## src/power_cmd_consts.svh

```systemverilog
// constants for the power, command and offset register block
// assumes an 8-bit register address space reached by the primary serial slave
`ifndef POWER_CMD_CONSTS_SVH
`define POWER_CMD_CONSTS_SVH

`define ADDR_Y_OFFSET_TRIM    8'h72
`define ADDR_Z_OFFSET_TRIM    8'h73
`define ADDR_POWER_MODE       8'h7c
`define ADDR_SENSOR_ENABLE    8'h7d
`define ADDR_COMMAND_ENTRY    8'h7e

`define RESET_OFFSET_TRIM     8'h00
`define RESET_POWER_MODE      8'h03
`define RESET_SENSOR_ENABLE   8'h00
`define READ_COMMAND_ENTRY    8'h00

`define BIT_POWER_SAVE        0
`define BIT_FIFO_WAKEUP       1
`define BIT_AUX_ENABLE        0
`define BIT_ACC_ENABLE        2

`define CMD_NVM_STORE         8'ha0
`define CMD_FIFO_FLUSH        8'hb0
`define CMD_SOFT_RESET        8'hb6

`define NVM_STORE_CYCLES      4

`endif

```

## src/power_cmd_pkg.sv

```systemverilog
// types for the power, command and offset register block
// assumes nothing beyond the constants header
package power_cmd_pkg;
   typedef enum logic [3:0]
   {
      cmd_idle  = 4'h1,
      cmd_store = 4'h2,
      cmd_flush = 4'h4,
      cmd_reset = 4'h8
   } cmd_state_type;
endpackage

```

## src/offset_adder.sv

```systemverilog
// adds a signed offset to a signed sample, saturating at the sample range
// assumes samples and offsets are two's complement, combinational use
`timescale 1ns/10ps
`default_nettype none
module offset_adder
#(
   parameter int SAMPLE_WIDTH = 16,
   parameter int OFFSET_WIDTH = 8
)
(
   input  wire logic [SAMPLE_WIDTH-1:0] sample,
   input  wire logic [OFFSET_WIDTH-1:0] offset,
   input  wire logic                    apply,
   output logic      [SAMPLE_WIDTH-1:0] result
);
   logic signed [SAMPLE_WIDTH:0] sum;

   always_comb
   begin
      sum = {sample[SAMPLE_WIDTH-1], sample}
          + {{(SAMPLE_WIDTH+1-OFFSET_WIDTH){offset[OFFSET_WIDTH-1]}}, offset};
      if (!apply)
         result = sample;
      else if (sum[SAMPLE_WIDTH] != sum[SAMPLE_WIDTH-1])
         result = {sum[SAMPLE_WIDTH], {(SAMPLE_WIDTH-1){~sum[SAMPLE_WIDTH]}}};
      else
         result = sum[SAMPLE_WIDTH-1:0];
   end
endmodule
`default_nettype wire

```

## src/power_command_offset_regs.sv

```systemverilog
// power mode, sensor enable, command and y/z offset registers
// assumes the primary serial slave decodes frames into one-cycle register
// strokes on core_clk; reads are answered from a register one cycle later
`timescale 1ns/10ps
`include "power_cmd_consts.svh"
`default_nettype none
module power_command_offset_regs
#(
   parameter int SAMPLE_WIDTH = 16,
   parameter int NVM_CYCLES   = `NVM_STORE_CYCLES
)
(
   input  wire logic                    core_clk,
   input  wire logic                    sys_rst,
   input  wire logic                    clk_en,
   input  wire logic                    reg_wr,
   input  wire logic                    reg_rd,
   input  wire logic [7:0]              reg_addr,
   input  wire logic [7:0]              reg_wdata,
   input  wire logic                    offset_apply,
   input  wire logic                    measuring,
   input  wire logic                    fifo_int_seen,
   input  wire logic [SAMPLE_WIDTH-1:0] y_sample,
   input  wire logic [SAMPLE_WIDTH-1:0] z_sample,
   output logic      [7:0]              reg_rdata,
   output logic                         reg_rvalid,
   output logic                         slow_clk_sel,
   output logic                         fifo_read_allow,
   output logic                         acc_enable,
   output logic                         aux_path_enable,
   output logic                         nvm_store_busy,
   output logic      [15:0]             nvm_image,
   output logic                         fifo_flush,
   output logic                         soft_reset_pulse,
   output logic      [SAMPLE_WIDTH-1:0] y_out,
   output logic      [SAMPLE_WIDTH-1:0] z_out
);
   localparam logic [7:0] NVM_LAST = 8'(NVM_CYCLES - 1);

   logic [7:0] y_offset_trim;
   logic [7:0] z_offset_trim;
   logic [7:0] power_mode_config;
   logic [7:0] sensor_power_enable;
   logic [7:0] next_y_offset_trim;
   logic [7:0] next_z_offset_trim;
   logic [7:0] next_power_mode_config;
   logic [7:0] next_sensor_power_enable;
   logic [7:0] next_reg_rdata;
   logic       next_reg_rvalid;

   power_cmd_pkg::cmd_state_type cmd_state;
   power_cmd_pkg::cmd_state_type next_cmd_state;
   logic [7:0]  nvm_count;
   logic [7:0]  next_nvm_count;
   logic [15:0] next_nvm_image;
   logic        next_fifo_flush;
   logic        next_soft_reset;
   logic        next_slow_clk_sel;
   logic        next_fifo_read_allow;
   logic [SAMPLE_WIDTH-1:0] y_sum;
   logic [SAMPLE_WIDTH-1:0] z_sum;

   // register file: only host-initiated strokes change anything
   always_comb
   begin
      next_y_offset_trim       = y_offset_trim;
      next_z_offset_trim       = z_offset_trim;
      next_power_mode_config   = power_mode_config;
      next_sensor_power_enable = sensor_power_enable;
      next_reg_rvalid          = reg_rd;
      next_reg_rdata           = 8'h00;
      if (cmd_state == power_cmd_pkg::cmd_reset)
      begin
         // soft reset wins over any write landing in the same cycle
         next_y_offset_trim       = `RESET_OFFSET_TRIM;
         next_z_offset_trim       = `RESET_OFFSET_TRIM;
         next_power_mode_config   = `RESET_POWER_MODE;
         next_sensor_power_enable = `RESET_SENSOR_ENABLE;
      end
      else if (reg_wr)
      begin
         unique case (reg_addr)
            `ADDR_Y_OFFSET_TRIM: next_y_offset_trim = reg_wdata;
            `ADDR_Z_OFFSET_TRIM: next_z_offset_trim = reg_wdata;
            `ADDR_POWER_MODE:    next_power_mode_config = {6'h00, reg_wdata[1:0]};
            `ADDR_SENSOR_ENABLE: next_sensor_power_enable =
               {5'h00, reg_wdata[`BIT_ACC_ENABLE], 1'b0, reg_wdata[`BIT_AUX_ENABLE]};
            default: ;
         endcase
      end
      if (reg_rd)
      begin
         unique case (reg_addr)
            `ADDR_Y_OFFSET_TRIM: next_reg_rdata = y_offset_trim;
            `ADDR_Z_OFFSET_TRIM: next_reg_rdata = z_offset_trim;
            `ADDR_POWER_MODE:    next_reg_rdata = power_mode_config;
            `ADDR_SENSOR_ENABLE: next_reg_rdata = sensor_power_enable;
            `ADDR_COMMAND_ENTRY: next_reg_rdata = `READ_COMMAND_ENTRY;
            default:             next_reg_rdata = 8'h00;
         endcase
      end
   end

   always_ff @(posedge core_clk or posedge sys_rst)
   begin
      if (sys_rst)
      begin
         y_offset_trim       <= `RESET_OFFSET_TRIM;
         z_offset_trim       <= `RESET_OFFSET_TRIM;
         power_mode_config   <= `RESET_POWER_MODE;
         sensor_power_enable <= `RESET_SENSOR_ENABLE;
         reg_rdata           <= 8'h00;
         reg_rvalid          <= 1'b0;
      end
      else if (clk_en)
      begin
         y_offset_trim       <= next_y_offset_trim;
         z_offset_trim       <= next_z_offset_trim;
         power_mode_config   <= next_power_mode_config;
         sensor_power_enable <= next_sensor_power_enable;
         reg_rdata           <= next_reg_rdata;
         reg_rvalid          <= next_reg_rvalid;
      end
   end

   // command sequencer; store takes a fixed number of cycles to program
   always_comb
   begin
      next_cmd_state  = cmd_state;
      next_nvm_count  = nvm_count;
      next_nvm_image  = nvm_image;
      next_fifo_flush = 1'b0;
      next_soft_reset = 1'b0;
      unique case (cmd_state)
         power_cmd_pkg::cmd_idle:
         begin
            if (reg_wr && reg_addr == `ADDR_COMMAND_ENTRY)
            begin
               unique case (reg_wdata)
                  `CMD_NVM_STORE:
                  begin
                     next_cmd_state = power_cmd_pkg::cmd_store;
                     next_nvm_count = 8'h00;
                  end
                  `CMD_FIFO_FLUSH:
                  begin
                     next_cmd_state  = power_cmd_pkg::cmd_flush;
                     next_fifo_flush = 1'b1;
                  end
                  `CMD_SOFT_RESET:
                  begin
                     next_cmd_state  = power_cmd_pkg::cmd_reset;
                     next_soft_reset = 1'b1;
                  end
                  default: ;
               endcase
            end
         end
         power_cmd_pkg::cmd_store:
         begin
            if (nvm_count == NVM_LAST)
            begin
               next_nvm_image = {z_offset_trim, y_offset_trim};
               next_cmd_state = power_cmd_pkg::cmd_idle;
            end
            else
               next_nvm_count = nvm_count + 8'h01;
         end
         power_cmd_pkg::cmd_flush: next_cmd_state = power_cmd_pkg::cmd_idle;
         power_cmd_pkg::cmd_reset: next_cmd_state = power_cmd_pkg::cmd_idle;
         default:                  next_cmd_state = power_cmd_pkg::cmd_idle;
      endcase
   end

   always_ff @(posedge core_clk or posedge sys_rst)
   begin
      if (sys_rst)
      begin
         cmd_state        <= power_cmd_pkg::cmd_idle;
         nvm_count        <= 8'h00;
         nvm_image        <= 16'h0000;
         fifo_flush       <= 1'b0;
         soft_reset_pulse <= 1'b0;
      end
      else if (clk_en)
      begin
         cmd_state        <= next_cmd_state;
         nvm_count        <= next_nvm_count;
         nvm_image        <= next_nvm_image;
         fifo_flush       <= next_fifo_flush;
         soft_reset_pulse <= next_soft_reset;
      end
   end

   // power and sensor controls, all registered
   always_comb
   begin
      next_slow_clk_sel = power_mode_config[`BIT_POWER_SAVE] && !measuring;
      // blocked only while power saving is really in force
      next_fifo_read_allow = !next_slow_clk_sel
         || (power_mode_config[`BIT_FIFO_WAKEUP] && fifo_int_seen);
   end

   offset_adder #(.SAMPLE_WIDTH(SAMPLE_WIDTH), .OFFSET_WIDTH(8)) y_add
   (
      .sample (y_sample),
      .offset (y_offset_trim),
      .apply  (offset_apply),
      .result (y_sum)
   );

   offset_adder #(.SAMPLE_WIDTH(SAMPLE_WIDTH), .OFFSET_WIDTH(8)) z_add
   (
      .sample (z_sample),
      .offset (z_offset_trim),
      .apply  (offset_apply),
      .result (z_sum)
   );

   always_ff @(posedge core_clk or posedge sys_rst)
   begin
      if (sys_rst)
      begin
         slow_clk_sel    <= 1'b0;
         fifo_read_allow <= 1'b0;
         acc_enable      <= 1'b0;
         aux_path_enable <= 1'b0;
         nvm_store_busy  <= 1'b0;
         y_out           <= '0;
         z_out           <= '0;
      end
      else if (clk_en)
      begin
         slow_clk_sel    <= next_slow_clk_sel;
         fifo_read_allow <= next_fifo_read_allow;
         acc_enable      <= sensor_power_enable[`BIT_ACC_ENABLE];
         aux_path_enable <= sensor_power_enable[`BIT_AUX_ENABLE];
         nvm_store_busy  <= (next_cmd_state == power_cmd_pkg::cmd_store);
         y_out           <= y_sum;
         z_out           <= z_sum;
      end
   end

   AST_RD_ZERO: assert property (@(posedge core_clk) disable iff (sys_rst)
      clk_en && reg_rd && reg_addr == `ADDR_COMMAND_ENTRY |=> reg_rdata == 8'h00)
      else $error("command register read not zero");
   AST_Y_WRITE: assert property (@(posedge core_clk) disable iff (sys_rst)
      clk_en && reg_wr && reg_addr == `ADDR_Y_OFFSET_TRIM && cmd_state != power_cmd_pkg::cmd_reset
      |=> y_offset_trim == $past(reg_wdata))
      else $error("y trim not written");
   AST_Z_WRITE: assert property (@(posedge core_clk) disable iff (sys_rst)
      clk_en && reg_wr && reg_addr == `ADDR_Z_OFFSET_TRIM && cmd_state != power_cmd_pkg::cmd_reset
      |=> z_offset_trim == $past(reg_wdata))
      else $error("z trim not written");
   AST_SLOW: assert property (@(posedge core_clk) disable iff (sys_rst)
      clk_en && !power_mode_config[`BIT_POWER_SAVE] |=> !slow_clk_sel)
      else $error("slow clock with power save off");
   AST_FIFO_BLOCK: assert property (@(posedge core_clk) disable iff (sys_rst)
      clk_en && next_slow_clk_sel && !power_mode_config[`BIT_FIFO_WAKEUP] |=> !fifo_read_allow)
      else $error("fifo read allowed in power save");
   AST_SOFT_RESET: assert property (@(posedge core_clk) disable iff (sys_rst)
      clk_en && reg_wr && reg_addr == `ADDR_COMMAND_ENTRY && reg_wdata == `CMD_SOFT_RESET
      && cmd_state == power_cmd_pkg::cmd_idle ##1 clk_en
      |=> power_mode_config == `RESET_POWER_MODE && y_offset_trim == 8'h00)
      else $error("soft reset did not restore defaults");
   AST_FLUSH: assert property (@(posedge core_clk) disable iff (sys_rst)
      clk_en && reg_wr && reg_addr == `ADDR_COMMAND_ENTRY && reg_wdata == `CMD_FIFO_FLUSH
      && cmd_state == power_cmd_pkg::cmd_idle |=> fifo_flush ##1 (!clk_en || !fifo_flush))
      else $error("flush pulse wrong");
   AST_AUX: assert property (@(posedge core_clk) disable iff (sys_rst)
      clk_en ##1 clk_en |-> aux_path_enable == $past(sensor_power_enable[`BIT_AUX_ENABLE]))
      else $error("aux path does not follow enable");
   AST_BAD_CMD: assert property (@(posedge core_clk) disable iff (sys_rst)
      clk_en && reg_wr && reg_addr == `ADDR_COMMAND_ENTRY && cmd_state == power_cmd_pkg::cmd_idle
      && reg_wdata != `CMD_NVM_STORE && reg_wdata != `CMD_FIFO_FLUSH
      && reg_wdata != `CMD_SOFT_RESET |=> cmd_state == power_cmd_pkg::cmd_idle)
      else $error("undefined command changed state");

   COV_STORE: cover property (@(posedge core_clk) disable iff (sys_rst)
      cmd_state == power_cmd_pkg::cmd_store ##1 cmd_state == power_cmd_pkg::cmd_idle);
   COV_RESET: cover property (@(posedge core_clk) disable iff (sys_rst) soft_reset_pulse);
   COV_WAKE: cover property (@(posedge core_clk) disable iff (sys_rst)
      slow_clk_sel && fifo_read_allow);
endmodule
`default_nettype wire

```

## config.mk

```make
export PLATFORM = sky130hd
export DESIGN_NAME = power_command_offset_regs
export DESIGN_NICKNAME = d
export VERILOG_FILES = /design/src/power_cmd_pkg.sv /design/src/offset_adder.sv /design/src/power_command_offset_regs.sv
export VERILOG_INCLUDE_DIRS = /design/src
export SDC_FILE = /design/constraint.sdc
export NUM_CORES = 1
export LEC_CHECK = 0
export ABC_AREA = 1
export BUFFER_PORTS_ARGS = -buffer_cell sky130_fd_sc_hd__clkbuf_2
export CORE_ASPECT_RATIO = 0.5
export CORE_UTILIZATION = 50
export DETAILED_ROUTE_END_ITERATION = 7
export PLACE_DENSITY = 0.73
export SYNTH_ARGS = -nofsm -noshare
export SYNTH_HDL_FRONTEND = slang
export SYNTH_SLANG_ARGS = --single-unit
```

## constraint.sdc

```tcl
create_clock -name core_clk -period 3.9 [get_ports core_clk]
set_input_delay 0.39 -clock core_clk [delete_from_list [all_inputs] [get_ports core_clk]]
set_output_delay 0.39 -clock core_clk [all_outputs]
set_load 0.01 [all_outputs]
```

### Yosys cells after proc, flatten, opt, wreduce, memory -nomap -nowiden

Cells that the tools add are included.

| storage, ports and cells | value |
|---|---|
| flip-flop bits (word level) | 108 |
| logic and storage cells | 91 |

| cells by class | value |
|---|---|
| muxes and demuxes | 32 |
| reduce and logical (&&, ||, !) cells | 18 |
| add/sub/neg operators | 3 |
| equality and inequality tests | 18 |
| bitwise operators | 2 |

Operators with widths:

| operator | count |
|---|---|
| 2-to-1 mux 8 bit | 16 |
| 2-to-1 mux 16 bit | 4 |
| == test 8 x 7 -> 1 bit, second input constant | 5 |
| adder 16 x 8 -> 17 bit | 2 |
| case mux 8 bit (4 select lines) | 1 |
| == test 8 bit, second input constant | 3 |
| case mux 8 bit (2 select lines) | 1 |
| AND reduction 3 bit | 5 |
| case mux 4 bit (3 select lines) | 1 |
| nonzero test 2 bit | 6 |
| adder 8 x 1 -> 8 bit, second input constant | 1 |
| == test 4 x 2 -> 1 bit, second input constant | 2 |
| == test 8 x 2 -> 1 bit, second input constant | 1 |
| 2-to-1 mux 4 bit | 2 |
| case mux 4 bit (2 select lines) | 1 |
| 2-to-1 mux 1 bit | 6 |
| AND reduction 5 bit | 1 |
| == test 4 x 1 -> 1 bit, second input constant | 1 |
| == test 4 bit, second input constant | 1 |
| != test 2 bit, second input constant | 2 |
| logical AND 1 bit | 3 |
| zero test 1 bit | 2 |
| != test 1 bit | 2 |
| != test 2 x 1 -> 1 bit, second input constant | 1 |
| 2 further kinds | 3 |

### Logic depth before layout (Yosys ltp)

| depth | value |
|---|---|
| depth in word-level cells | 5 |
| depth in mapped cells | 16 |
| gate-level depth less buffers | 15 |

### Hierarchy

A second synthesis with hierarchy kept.

| second synthesis, totals | value |
|---|---|
| cell total of the unflattened synthesis | 975 |
| area, all modules | 6855.3 µm² |

By module, submodules not included:

| module | cells an instance | instances | area each (µm²) |
|---|---|---|---|
| power_command_offset_regs | 539 | 1 | 4425.5 |
| offset_adder | 218 | 2 | 1214.9 |

### Worst setup path after synthesis

No wires, ideal clock.

| path | value |
|---|---|
| path kind | input -> register |
| from | input y_sample[0] |
| to | register y_out[10] |
| data arrival time | 2009 ps |
| slack | 1774 ps |
| stages on the path | 16 |
| path buffers | 1 |
| path through | ha_1 inv_1 fa_1 o21ai_1 nand3_1 nand2_1 nand2_2 nand2_1 nand2_1 nand2_2 nand2_4 nand2_4 buf_6 nor2_1 nor2_1 nor2_1 |

| on the way | value |
|---|---|
| word-level cells in the longest chain between the ends | 4 |
| elaborated cells on any way between the ends | 5 |

RTL lines:

| element | RTL line | source |
|---|---|---|
| start: declaration | power_command_offset_regs.sv:23 | `input wire logic [SAMPLE_WIDTH-1:0] y_sample,` |
| adder 16 x 8 -> 17 bit * | offset_adder.sv:21 | `+ {{(SAMPLE_WIDTH+1-OFFSET_WIDTH){offset[OFFSET_WIDTH-1]}}, offset};` |
| != test 1 bit or inverter 1 bit (tied branches) | offset_adder.sv:24, offset_adder.sv:25 |  |
| 2-to-1 mux 16 bit * | offset_adder.sv:24 | `else if (sum[SAMPLE_WIDTH] != sum[SAMPLE_WIDTH-1])` |
| 2-to-1 mux 16 bit * | offset_adder.sv:22 | `if (!apply)` |
| end signal: assignment | power_command_offset_regs.sv:239 | `y_out <= y_sum;` |
| end: declaration | power_command_offset_regs.sv:35 | `output logic [SAMPLE_WIDTH-1:0] y_out,` |

Mark *: on every way between the ends. The rest lies on a longest branch, timed or not.
A chain may end at the register's enable or synchronous reset.

### Worst setup path after layout

| path | value |
|---|---|
| from | register z_offset_trim[0] |
| to | register z_out[7] |

| on the way | value |
|---|---|
| word-level cells in the longest chain between the ends | 4 |
| elaborated cells on any way between the ends | 5 |

RTL lines:

| element | RTL line | source |
|---|---|---|
| start: declaration | power_command_offset_regs.sv:41 | `logic [7:0] z_offset_trim;` |
| start signal: assignment | power_command_offset_regs.sv:109 | `` z_offset_trim <= `RESET_OFFSET_TRIM; `` |
| start signal: assignment | power_command_offset_regs.sv:118 | `z_offset_trim <= next_z_offset_trim;` |
| adder 16 x 8 -> 17 bit * | offset_adder.sv:21 |  |
| != test 1 bit or inverter 1 bit (tied branches) | offset_adder.sv:24, offset_adder.sv:25 |  |
| 2-to-1 mux 16 bit * | offset_adder.sv:24 |  |
| 2-to-1 mux 16 bit * | offset_adder.sv:22 |  |
| end signal: assignment | power_command_offset_regs.sv:240 | `z_out <= z_sum;` |
| end: declaration | power_command_offset_regs.sv:36 | `output logic [SAMPLE_WIDTH-1:0] z_out` |

Marked as above.

==> qor.txt <==
CP Class -> reg2reg
leading area contributor after synthesis -> dfrtp_1
port bufs -> 119
die span in x -> 163 microns
Syn Inst Count -> 933
placed cell areas -> 0.00719 sq mm
Setup TNS -> 0 ns
postcts setup bufs -> 0
synthesized flop and latch total -> 96
Crit path depth -> 15
Synth Warn # -> 0
Critical Path, Cell by Cell -> ha_1 -> inv_1 -> fa_1 -> o21ai_0 -> nand3_1 -> nand2_1 -> nand2_1 -> nand2_1 -> nand2_1 -> nand2_2 -> nor2_2 -> nor2_4 -> nand2_1 -> nand2_1 -> nand2_1
power per standard cell area -> 451 mW/mm^2
setup violators final -> 0
dominant cells by area after synthesis -> dfrtp_1 36%, nand2_1 18%, nor2_1 7.2%
commonest non-fill, non-tap cells in the layout -> 307 x nand2_1, 124 x nor2_1, 119 x clkbuf_2, 100 x inv_1, 93 x dfrtp_1
Setup WS post-layout -> 1.40 ns
cts repair resizes -> 0
cell mode on critical path -> nand2_1
Num Clock Sinks -> 96
Yosys cell types -> 44
period utilization -> 64.1%
CP startpoint -> z_offset_trim[0]
CTS root buf -> clkbuf_16
via count -> 6,256
RSZ-0062 raised after global routing -> false
Via density -> 5.16
Initial Util -> 53.1%
R2R depth -> 15
initial DRC count -> 354
final hold violations -> 0
share of the synthesized area in the top cell type -> 35.8%
clock skew -> 0.00609 ns
fin. max-slew vios -> 0
Num CTS Buffers -> 9
Die ar. -> 0.0135 sq mm
# rows -> 28
Final Util -> 61.3%
Synthesized Nets -> 1,024
H-Tree Depth -> 3
drt drc -> 0
worst-path maximum fanout -> 15
Seq/Total Area, Yosys -> 37.1%
ANT cells -> 0
R2R Setup Slk -> 1.40 ns
worst-skew pair later-pin latency -> 0.34 ns
VDD IR-drop max -> 0.196 mV
clk buf depth -> 2
first-pass GRT wire length -> 27.4 mm
Pre-Repair DR Iteration Count -> 5
Post-Syn Area per Cell -> 6.96 sq um
Routed Wire Length -> 16.7 mm
top cell family by delay on the critical path -> simple AND/OR/NAND/NOR gates
crit path DAT -> 2.73 ns
Reg clk slew, reported paths -> 0.07 ns
die height -> 82.6 microns
pin count of the biggest net entering global routing -> 75
Antenna Nets Post-Route -> 0
GPL Wtd Cong -> 0.888
# IOs -> 120
Final Cell Area -> 0.00750 sq mm
CP peak stage delay -> 0.40 ns
startpoint types -> flip-flop
initial antenna violation count -> 0
layout cells sized above 1 -> 16.2%
commonest non-fill, non-tap cell in the layout -> nand2_1
global-route usage over all layers -> 26.0%
WL/cell -> 13.8 microns
grt ovf -> 0
Hold Crit Class -> in2async
CTS tree -> yes
Critical R2R Launch -> z_offset_trim[0]
hold_ws -> 0.225 ns
Layout Nets -> 1,135
type of element capturing the critical path -> flip-flop
Worst Path Required -> 4.13 ns
Leak -> 4.18 nW
slew at the pin with the worst max-slew slack -> 0.915 ns
Slew HR -> 39.0%
Layout area overhead -> 15.5%
fmax -> 0.400 GHz
vias in the first global route -> 5,663
Hold Buf Count CTS -> 0
crit path buf inv count -> 1
CP max stage cell -> dfrtp_1
status -> finished, final reports clean
min Tclk post-route -> 2.50 ns
Place WS -> 1.35 ns
post-synthesis cell area -> 0.00649 sq mm
hpwl dp -> 12.5 mm
core area -> 0.0122 sq mm
Max Cap Viol -> 0
==> layout make-up <==
type	instances	area (sq um)
clock buffers	10	229
inverters	106	400
multi-input cells	708	3550
well taps	165	206
fillers	1190	4730
clock inverters	5	81.3
repair buffers	123	626
flip-flops and latches	96	2410
==> kinds of logic after synthesis <==
| kind of cell | after synthesis | share of synthesized area [%] |
|---|---|---|
| compound gates | 125 | 10.5 |
| xor+xnor | 24 | 3.24 |
| fa+ha+maj | 35 | 6.98 |
| buf+inv | 129 | 8.30 |
| flops | 96 | 37.1 |
| mux | 1 | 0.173 |
| simple gates | 523 | 33.7 |
==> report_power, final <==
group	internal, mW	total [mW]	switching (mW)
Combinational	0.438	1.19	0.751
Sequential	1.13	1.25	0.116
Clock	0.560	0.946	0.386
Total	2.13	3.38	1.25
==> flip-flops by register name (all words and copies together) (netlist names), 2 cells and up <==
name / flops
reg_rdata: 8
nvm_image: 16
z_offset_trim: 8
z_out: 16
y_out: 16
nvm_count: 8
sensor_power_enable: 2
cmd_state: 4
power_mode_config: 2
y_offset_trim: 8
==> per-layer routing <==
| metal | vias up | global-route usage [%] | wire length (microns) |
|---|---|---|---|
| met5 | - | 0 | 0 |
| met4 | 0 | 6.36 | 165 |
| met3 | 18 | 4.80 | 796 |
| met2 | 142 | 43.6 | 7610 |
| met1 | 2903 | 35.1 | 8140 |
| li1 | 3193 | - | - |
==> worst register-to-register path, stage by stage, from the launching register on <==
cell	delay [ns]
dfrtp_1	0.40
ha_1	0.19
inv_1	0.06
fa_1	0.40
o21ai_0	0.21
nand3_1	0.10
nand2_1	0.14
nand2_1	0.09
nand2_1	0.07
nand2_1	0.05
nand2_2	0.09
nor2_2	0.05
nor2_4	0.29
nand2_1	0.11
nand2_1	0.08
nand2_1	0.05
==> synth_stat cells (all sizes together) <==
cell    number
nand2      321
nor2       126
inv        104
dfrtp       93
o21ai       58
a21oi       46
nand3       46
ha          33
xor2        14
clkbuf      13
buf         10
xnor2       10
nand4        9
nor3         9
a22o         5
and2         5
o22ai        5
o21bai       4
dfstp        3
nor4         3
or2          3
a21o         2
clkinv       2
fa           2
o221ai       2
a31oi        1
and3         1
mux2         1
o211ai       1
o31ai        1
==> final timing paths <==
path	end
min in group core_clk	reg_rvalid
max in group asynchronous	power_mode_config[0]
min reg2reg	y_out[14]
min	nvm_count[6]
max reg2reg	z_out[7]
max	z_out[7]
==> per-stage QoR <==
stage          total power [mW]  instances
6_report                   3.38       1213
5_1_grt                    3.64       1213
4_1_cts                    3.40       1213
3_5_place_dp               2.45       1198
3_3_place_gp               2.43       1198
2_1_floorplan              2.13        933
Note: power is estimated with default switching activity, not from simulation.
